### config.mk
export PLATFORM = sky130hd
export DESIGN_NAME = rx_input_detect_status_readout
export DESIGN_NICKNAME = d
export VERILOG_FILES = /design/src/logic/rx_status_pkg.sv /design/src/logic/sticky_flags.sv /design/src/logic/rx_input_detect_status_readout.sv
export SDC_FILE = /design/constraint.sdc
export NUM_CORES = 1
export LEC_CHECK = 0
export ABC_AREA = 1
export ABC_CLOCK_PERIOD_IN_PS = 1500
export BUFFER_PORTS_ARGS = -buffer_cell sky130_fd_sc_hd__buf_2
export CAP_MARGIN = 5
export CORE_MARGIN = 2
export CORE_UTILIZATION = 50
export DETAILED_ROUTE_END_ITERATION = 12
export GPL_TIMING_DRIVEN = 0
export PLACE_DENSITY = 0.85
export SLEW_MARGIN = 40
export SYNTH_ARGS = -nofsm -noshare
export SYNTH_HDL_FRONTEND = slang
export SYNTH_SLANG_ARGS = --single-unit
### constraint.sdc
create_clock -name clk -period 1.5 [get_ports clk]
set_input_delay 0.3 -clock clk [delete_from_list [all_inputs] [get_ports clk]]
set_output_delay 0.3 -clock clk [all_outputs]
set_load 0.02 [all_outputs]
### src/logic/rx_status_pkg.sv
// Shared constants for the receiver status word readout
package rx_status_pkg;

    // ************************************************************
    // Address and word layout
    // ************************************************************
    localparam logic [7:0] STATUS_ADDR = 8'hea;
    localparam int WORD_W = 24;
    localparam int NUM_INPUTS = 7;
    localparam int NUM_EVENTS = 5;

    // Bit positions in the status word
    localparam int POS_PRESENT = 0;
    localparam int POS_ERROR = 8;
    localparam int POS_EVENTS = 9;
    localparam int POS_NONPCM = 12;
    localparam int POS_EMPHASIS = 15;
    localparam int POS_TYPE_BIT = 16;
    localparam int POS_BURST = 17;
    localparam int POS_SYNC_5P1 = 18;
    localparam int POS_SYNC_6P1 = 19;

    // Event flag indices
    localparam int EV_INPUT_CHANGE = 0;
    localparam int EV_RATE = 1;
    localparam int EV_CHAN_STATUS = 2;
    localparam int EV_BURST_INFO = 3;
    localparam int EV_PARALLEL = 4;

    // Values after reset
    localparam logic [WORD_W-1:0] WORD_RESET = 24'h00_0000;
    localparam logic [NUM_INPUTS-1:0] PRESENT_RESET = 7'h00;
    localparam logic [NUM_EVENTS-1:0] EVENTS_RESET = 5'h00;

endpackage : rx_status_pkg

### src/logic/sticky_flags.sv
// Array of sticky event flags, cleared as a group, set wins over clear
`timescale 1ns/1ps
module sticky_flags #(
    parameter int N = 5
) (
    // Clock and reset
    input wire logic clk,
    input wire logic rst_b,
    // Events and clear
    input wire logic [N-1:0] set_pulse,
    input wire logic clear,
    // Flag state
    output logic [N-1:0] flags_q
);

    // ************************************************************
    // Flag storage
    // ************************************************************
    // Refused at elaboration, so a bad width never reaches a netlist
    if (N < 1) begin : g_bad_n
        $error("sticky_flags needs at least one flag");
    end

    genvar i;
    generate
        for (i = 0; i < N; i++) begin : g_flag
            // An event in the clearing cycle survives for the next read
            always_ff @(posedge clk or negedge rst_b) begin
                if (!rst_b) begin
                    flags_q[i] <= 1'b0;
                end else if (set_pulse[i]) begin
                    flags_q[i] <= 1'b1;
                end else if (clear) begin
                    flags_q[i] <= 1'b0;
                end
            end
        end
    endgenerate

endmodule : sticky_flags

### src/logic/rx_input_detect_status_readout.sv
// Status word readout: input presence, live status and clear-on-read events
// What this block does
// Answers address input_detect_and_event_flags with 24-bit word
// Bits 0..6 show per-input data presence
// Bit 8 shows receive error at read
// Error bit is live, never latched
// Bit 9 flags input status change, clear-on-read
// Bit 10 flags rate result update, clear-on-read
// Bit 11 flags channel-status capture update, clear-on-read
// Bit 12 shows live non-PCM detection
// Bit 13 flags burst Pc update, clear-on-read
// Bit 14 flags parallel input update, clear-on-read
// Bit 16 mirrors channel-status bit 1
// Bit 17 shows burst preamble Pa/Pb found
// Bit 18 shows 5.1 stream sync found
// Bit 19 shows 6.1 stream sync found
// Error/non-PCM follow source select, not interrupt setup
// Parallel update flag only in parallel-input mode
// Bits 7 and 20..23 read zero
// Flags clear at read completion; new events kept
`timescale 1ns/1ps
module rx_input_detect_status_readout #(
    parameter int NUM_INPUTS = rx_status_pkg::NUM_INPUTS
) (
    // Clock and reset
    input wire logic clk,
    input wire logic rst_b,
    // Read request from the control bus
    input wire logic rd_req,
    input wire logic [7:0] rd_addr,
    // Read answer
    output logic rd_valid_q,
    output logic [rx_status_pkg::WORD_W-1:0] rd_data_q,
    // Receiver status sources
    input wire logic [NUM_INPUTS-1:0] input_present,
    input wire logic error_source_select,
    input wire logic demod_error,
    input wire logic alt_error,
    input wire logic demod_nonpcm,
    input wire logic alt_nonpcm,
    input wire logic emphasis_status,
    input wire logic chan_status_type_bit,
    input wire logic burst_preamble_found,
    input wire logic surround_5p1_sync_found,
    input wire logic surround_6p1_sync_found,
    // Update strobes, one cycle each, then the pin function select level
    input wire logic rate_result_update,
    input wire logic chan_status_update,
    input wire logic burst_info_update,
    input wire logic parallel_input_update,
    input wire logic pin_function_select
);

    // ************************************************************
    // Parameter check
    // ************************************************************
    // The word layout has room for seven presence bits only
    if (NUM_INPUTS != rx_status_pkg::NUM_INPUTS) begin : g_bad_width
        $error("status word holds exactly seven presence bits");
    end

    // ************************************************************
    // Event detection
    // ************************************************************
    logic [NUM_INPUTS-1:0] present_prev_q;
    logic [rx_status_pkg::NUM_EVENTS-1:0] ev_set;
    logic [rx_status_pkg::NUM_EVENTS-1:0] flags_q;
    logic read_hit;
    logic live_error_status;
    logic live_nonpcm_status;

    // Only a read of our own address is answered
    assign read_hit = rd_req && (rd_addr == rx_status_pkg::STATUS_ADDR);

    // Previous presence pattern, for change detection
    always_ff @(posedge clk or negedge rst_b) begin
        if (!rst_b) begin
            present_prev_q <= rx_status_pkg::PRESENT_RESET;
        end else begin
            present_prev_q <= input_present;
        end
    end

    // Event strobes into the sticky flags
    always_comb begin
        ev_set = rx_status_pkg::EVENTS_RESET;
        ev_set[rx_status_pkg::EV_INPUT_CHANGE] = (input_present != present_prev_q);
        ev_set[rx_status_pkg::EV_RATE] = rate_result_update;
        ev_set[rx_status_pkg::EV_CHAN_STATUS] = chan_status_update;
        ev_set[rx_status_pkg::EV_BURST_INFO] = burst_info_update;
        // Selector-input mode has no parallel data to report
        ev_set[rx_status_pkg::EV_PARALLEL] = parallel_input_update && !pin_function_select;
    end

    // Flags clear in the cycle the word is captured, set wins
    sticky_flags #(
        .N(rx_status_pkg::NUM_EVENTS)
    ) u_flags (
        .clk(clk),
        .rst_b(rst_b),
        .set_pulse(ev_set),
        .clear(read_hit),
        .flags_q(flags_q)
    );

    // ************************************************************
    // Live status selection
    // ************************************************************
    // Two-way source pick, shared by the error and non-PCM bits
    function automatic logic pick_source(input logic sel, input logic main_src, input logic alt_src);
        return sel ? alt_src : main_src;
    endfunction : pick_source

    // Source select alone decides; interrupt pin setup plays no part
    assign live_error_status = pick_source(error_source_select, demod_error, alt_error);
    assign live_nonpcm_status = pick_source(error_source_select, demod_nonpcm, alt_nonpcm);

    // ************************************************************
    // Word assembly and answer
    // ************************************************************
    // Word captured at read time; all bits, live ones too, hold until the next read
    always_ff @(posedge clk or negedge rst_b) begin
        if (!rst_b) begin
            rd_data_q <= rx_status_pkg::WORD_RESET;
        end else if (read_hit) begin
            rd_data_q <= rx_status_pkg::WORD_RESET;
            rd_data_q[rx_status_pkg::POS_PRESENT +: NUM_INPUTS] <= input_present;
            rd_data_q[rx_status_pkg::POS_ERROR] <= live_error_status;
            rd_data_q[rx_status_pkg::POS_EVENTS +: 3] <= flags_q[2:0];
            rd_data_q[rx_status_pkg::POS_NONPCM] <= live_nonpcm_status;
            rd_data_q[rx_status_pkg::POS_NONPCM + 1 +: 2] <= flags_q[4:3];
            rd_data_q[rx_status_pkg::POS_EMPHASIS] <= emphasis_status;
            rd_data_q[rx_status_pkg::POS_TYPE_BIT] <= chan_status_type_bit;
            rd_data_q[rx_status_pkg::POS_BURST] <= burst_preamble_found;
            rd_data_q[rx_status_pkg::POS_SYNC_5P1] <= surround_5p1_sync_found;
            rd_data_q[rx_status_pkg::POS_SYNC_6P1] <= surround_6p1_sync_found;
        end
    end

    // One-cycle answer strobe
    always_ff @(posedge clk or negedge rst_b) begin
        if (!rst_b) begin
            rd_valid_q <= 1'b0;
        end else begin
            rd_valid_q <= read_hit;
        end
    end

    // ************************************************************
    // Checks
    // ************************************************************
    a_read_answered: assert property (@(posedge clk) disable iff (!rst_b)
        read_hit |=> rd_valid_q)
        else $error("read of status address not answered");

    a_other_ignored: assert property (@(posedge clk) disable iff (!rst_b)
        !read_hit |=> !rd_valid_q)
        else $error("answer without a status read");

    a_presence_bits: assert property (@(posedge clk) disable iff (!rst_b)
        read_hit |=> rd_data_q[6:0] == $past(input_present))
        else $error("presence bits differ from inputs at read");

    a_error_live: assert property (@(posedge clk) disable iff (!rst_b)
        read_hit |=> rd_data_q[8] == ($past(error_source_select) ? $past(alt_error) : $past(demod_error)))
        else $error("error bit not the live selected status");

    a_nonpcm_live: assert property (@(posedge clk) disable iff (!rst_b)
        read_hit |=> rd_data_q[12] == ($past(error_source_select) ? $past(alt_nonpcm) : $past(demod_nonpcm)))
        else $error("non-PCM bit not the live selected status");

    a_change_sets: assert property (@(posedge clk) disable iff (!rst_b)
        (input_present != $past(input_present)) ##1 read_hit |=> rd_data_q[9])
        else $error("input change not reported");

    a_rate_cleared: assert property (@(posedge clk) disable iff (!rst_b)
        read_hit && !rate_result_update ##1 read_hit && !rate_result_update |=> !rd_data_q[10])
        else $error("rate flag not cleared by read");

    a_set_wins: assert property (@(posedge clk) disable iff (!rst_b)
        read_hit && chan_status_update |=> flags_q[2])
        else $error("event lost during read");

    a_parallel_gated: assert property (@(posedge clk) disable iff (!rst_b)
        pin_function_select && read_hit |=> !flags_q[4])
        else $error("parallel flag set in selector mode");

    a_unused_zero: assert property (@(posedge clk) disable iff (!rst_b)
        rd_valid_q |-> rd_data_q[7] == 1'b0 && rd_data_q[23:20] == 4'h0)
        else $error("unused bits not zero");

    a_stream_bits: assert property (@(posedge clk) disable iff (!rst_b)
        read_hit |=> rd_data_q[19:16] == {$past(surround_6p1_sync_found), $past(surround_5p1_sync_found),
            $past(burst_preamble_found), $past(chan_status_type_bit)})
        else $error("stream detection bits wrong");

    // Word must not move between reads, or the host could see a torn value
    a_word_holds: assert property (@(posedge clk) disable iff (!rst_b)
        !read_hit |=> $stable(rd_data_q))
        else $error("status word changed without a read");

    a_error_select: assert property (@(posedge clk) disable iff (!rst_b)
        read_hit && !error_source_select |=> rd_data_q[8] == $past(demod_error))
        else $error("error bit not taken from the demodulator");

    a_change_flag: assert property (@(posedge clk) disable iff (!rst_b)
        (input_present != present_prev_q) |=> flags_q[0])
        else $error("input change not flagged");

    a_rate_sets: assert property (@(posedge clk) disable iff (!rst_b)
        rate_result_update |=> flags_q[1])
        else $error("rate update not flagged");

    a_chan_sets: assert property (@(posedge clk) disable iff (!rst_b)
        chan_status_update |=> flags_q[2])
        else $error("channel status update not flagged");

    a_burst_sets: assert property (@(posedge clk) disable iff (!rst_b)
        burst_info_update |=> flags_q[3])
        else $error("burst info update not flagged");

    a_parallel_sets: assert property (@(posedge clk) disable iff (!rst_b)
        parallel_input_update && !pin_function_select |=> flags_q[4])
        else $error("parallel update not flagged");

    // Only a read may drop a flag; anything else would lose an event
    a_flag_holds: assert property (@(posedge clk) disable iff (!rst_b)
        !read_hit && flags_q[0] |=> flags_q[0])
        else $error("change flag dropped without a read");

endmodule : rx_input_detect_status_readout

==> impl_metrics.csv <==
group,metric,value,unit
outcome,status,"complete, no violations",
clock_network,ctsLongestPathBuffers,2,
placed_design,hpwl,2110,um
die,ios,58,
timing,min_period,1.21,ns
run,maxCapViolations,0,
final_layout,layout.nets,244,
logic_synthesis,ys_ff_latch,32,
placed_design,postPlaceCellArea,1670,um2
global_route,track_usage,0.210,
logic_synthesis,ys_types,21,
timing,final-hold-violation-count,0,
power,power_density,1020,nW/um2
power,p_leak,1.05,nW
die,die_w,56.1,um
placed_design,io_buffers,52,
worst_hold_path,hold_path.class,"primary input to flip-flop",
clock_network,holdBufCountCts,1,
timing,max_freq,829,MHz
timing,finalClockSkew,0.0132,ns
detailed_routing,vias,1115,
logic_synthesis,syn_area_per_cell,9.24,um2
timing,tightest_slew,0.663,ns
setup_path,rr_endpoint,"u_flags.flags_q[0]$_DFFE_PN0P_",
worst_hold_path,holdPathStages,1,
clock_network,cts_setup_buffers,0,
detailed_routing,routed_via_density,4.61,
detailed_routing,firstDrtPassIters,4,
final_layout,seq_area,801,um2
setup_path,cp.arrival,0.91,ns
final_layout,stdcell_area,1760,um2
final_layout,drive_gt1_frac,0.377,
logic_synthesis,synth_cells,147,
placed_design,gp_congestion,0.705,
setup_path,critPathLaunchType,"flip-flop",
setup_path,cp_max_fo,2,
clock_network,insertion_delay,0.34,ns
clock_network,post_cts_resized,0,
detailed_routing,wl_per_cell,11.5,um
logic_synthesis,synth_area,1360,um2
global_route,grt.overflow.total,0,
die,start_util,0.539,
die,die_h,56.1,um
clock_network,clkTransAtPathRegs,0.10,ns
timing,drv_slew,0,
global_route,grt_max_degree,33,
setup_path,critical_path_class,"flip-flop to primary output",
timing,tns,0,ns
global_route,antenna_found_initial,0,
setup_path,crit_chain,"buf_2",
setup_path,crit_family,"flip-flops",
detailed_routing,routed_wl,2770,um
final_layout,fill_cells,228,
detailed_routing,ant_nets,0,
global_route,first_global_vias,1193,
timing,setup_viol,0,
setup_path,crit_buf_inv,1,
worst_hold_path,hold_start,"input_present[2]",
die,placeableCoreArea,2520,um2
logic_synthesis,ys_warn_count,0,
die,num_rows,18,
final_layout,antenna_cells,0,
setup_path,reg2reg_from,"present_prev_q[1]$_DFF_PN0_",
setup_path,r2r_cells,6,
timing,rsz0062_at_grt,"no",
detailed_routing,drc,0,
setup_path,crit_path_top_delay_cell,"dfrtp_1",
final_layout,final_common_cell,"nand2_1",
timing,relSlewSlack,0.558,
final_layout,area_growth_syn_to_layout,29.4,%
setup_path,cp_slowest_stage_delay,0.40,ns
detailed_routing,drt_iter0_markers,43,
setup_path,endpoint_kind,"primary output",
clock_network,cts_buffers,5,
power,ir_drop,0.967,mV
final_layout,final_cell_mix,"65 x nand2_1, 53 x buf_2, 32 x dfrtp_1",
worst_hold_path,holdPathEnd,"present_prev_q[2]$_DFF_PN0_",
timing,min_period_over_period,0.804,
clock_network,cts_tree,"done",
clock_network,cts.root.buffer_cell,"clkbuf_4",
clock_network,htreeDepth,2,
setup_path,required,1.20,ns
setup_path,ff2ff_setup_slack,0.62,ns
setup_path,crit_cells,1,
die,die-area,3150,um2
final_layout,multiInputGateArea,458,um2
clock_network,cts.sinks,32,
global_route,grt_pass1_wl,4970,um
logic_synthesis,ys_seq_area_frac,0.589,
metrics by stage:
| stage | power [W] | std cells | setup WS (ns) | hold WS, ns | utilization |
|---|---|---|---|---|---|
| CTS | 0.00182 | 242 | 0.275 | 0.0729 | 0.697 |
| finish | 0.00179 | 242 | 0.294 | 0.0915 | 0.697 |
| global placement | 0.00116 | 233 | 0.315 | 0.365 | 0.663 |
| floorplan | 0.00106 | 151 | 0.487 | 0.00441 | - |
| detailed placement | 0.00117 | 233 | 0.271 | 0.374 | 0.663 |
| global route | 0.00189 | 242 | 0.249 | 0.0647 | 0.697 |
power breakdown:
group / leakage, nW / internal [W] / switching [W] / total [W]
combinational: 0.605 / 0.0000933 / 0.000137 / 0.000231
sequential: 0.401 / 0.000901 / 0.0000199 / 0.000921
clock: 0.0422 / 0.000349 / 0.000291 / 0.000640
total: 1.05 / 0.00134 / 0.000448 / 0.00179
per-layer routing:
metal	wire length, um	vias to the layer above	share of wire	global-route usage
met5	0	-	0	0
met4	69	0	0.025	0.105
met3	186	9	0.067	0.0907
met2	1420	37	0.51	0.356
met1	1090	512	0.39	0.220
li1	-	557	-	-
worst max path at each step:
stage	from	endpoint	slack [ns]
after global placement	rd_addr[4]	rd_data_q[12]$_DFFE_PN0P_	0.32
after global routing	rd_data_q[6]$_DFFE_PN0P_	rd_data_q[6]	0.25
after CTS	rd_data_q[6]$_DFFE_PN0P_	rd_data_q[6]	0.28
after floorplan	rd_addr[6]	rd_data_q[12]$_DFFE_PN0P_	0.49
final	rd_data_q[6]$_DFFE_PN0P_	rd_data_q[6]	0.29
after detailed placement	rd_addr[4]	rd_data_q[6]$_DFFE_PN0P_	0.27
sequential cells by signal, summed over array words and instances, names as in the netlist:
signal and flops:
present_prev_q 7, u_flags.flags_q 5, rd_valid_q 1, rd_data_q 19
cell usage after synthesis:
| master | number | area share |
|---|---|---|
| a21o_1 | 3 | 0.017 |
| buf_2 | 1 | 0.0037 |
| buf_4 | 6 | 0.033 |
| buf_6 | 1 | 0.0083 |
| clkinv_2 | 1 | 0.0037 |
| conb_1 | 1 | 0.0028 |
| dfrtp_1 | 32 | 0.59 |
| inv_1 | 12 | 0.033 |
| inv_2 | 1 | 0.0028 |
| nand2_1 | 65 | 0.18 |
| nand2_2 | 1 | 0.0046 |
| nand3_1 | 2 | 0.0074 |
| nand3_4 | 1 | 0.013 |
| nor2_1 | 4 | 0.011 |
| nor2_2 | 1 | 0.0046 |
| nor2_4 | 1 | 0.0083 |
| o21ai_0 | 3 | 0.011 |
| o21ai_2 | 5 | 0.032 |
| or2_2 | 2 | 0.0092 |
| xnor2_1 | 3 | 0.019 |
| xor2_1 | 1 | 0.0064 |
cells by family after synthesis:
kind of cell | Yosys count | share of synthesized area
AO/OA/AOI/OAI | 11 | 0.0598
XOR/XNOR | 4 | 0.0258
buffers and inverters | 22 | 0.0847
flip-flops | 32 | 0.589
other | 1 | 0.00276
AND/OR/NAND/NOR | 77 | 0.238
area by class of cell:
type                       instances  share of cell area
sequential                        32               0.456
multi-input combinational         97               0.260
timing repair buffer              53               0.154
buffer                             8              0.0349
inverter                          14              0.0306
clock buffer                       6              0.0235
tap                               30              0.0214
clock inverter                     2              0.0199
(Power assumes the default switching activity.)
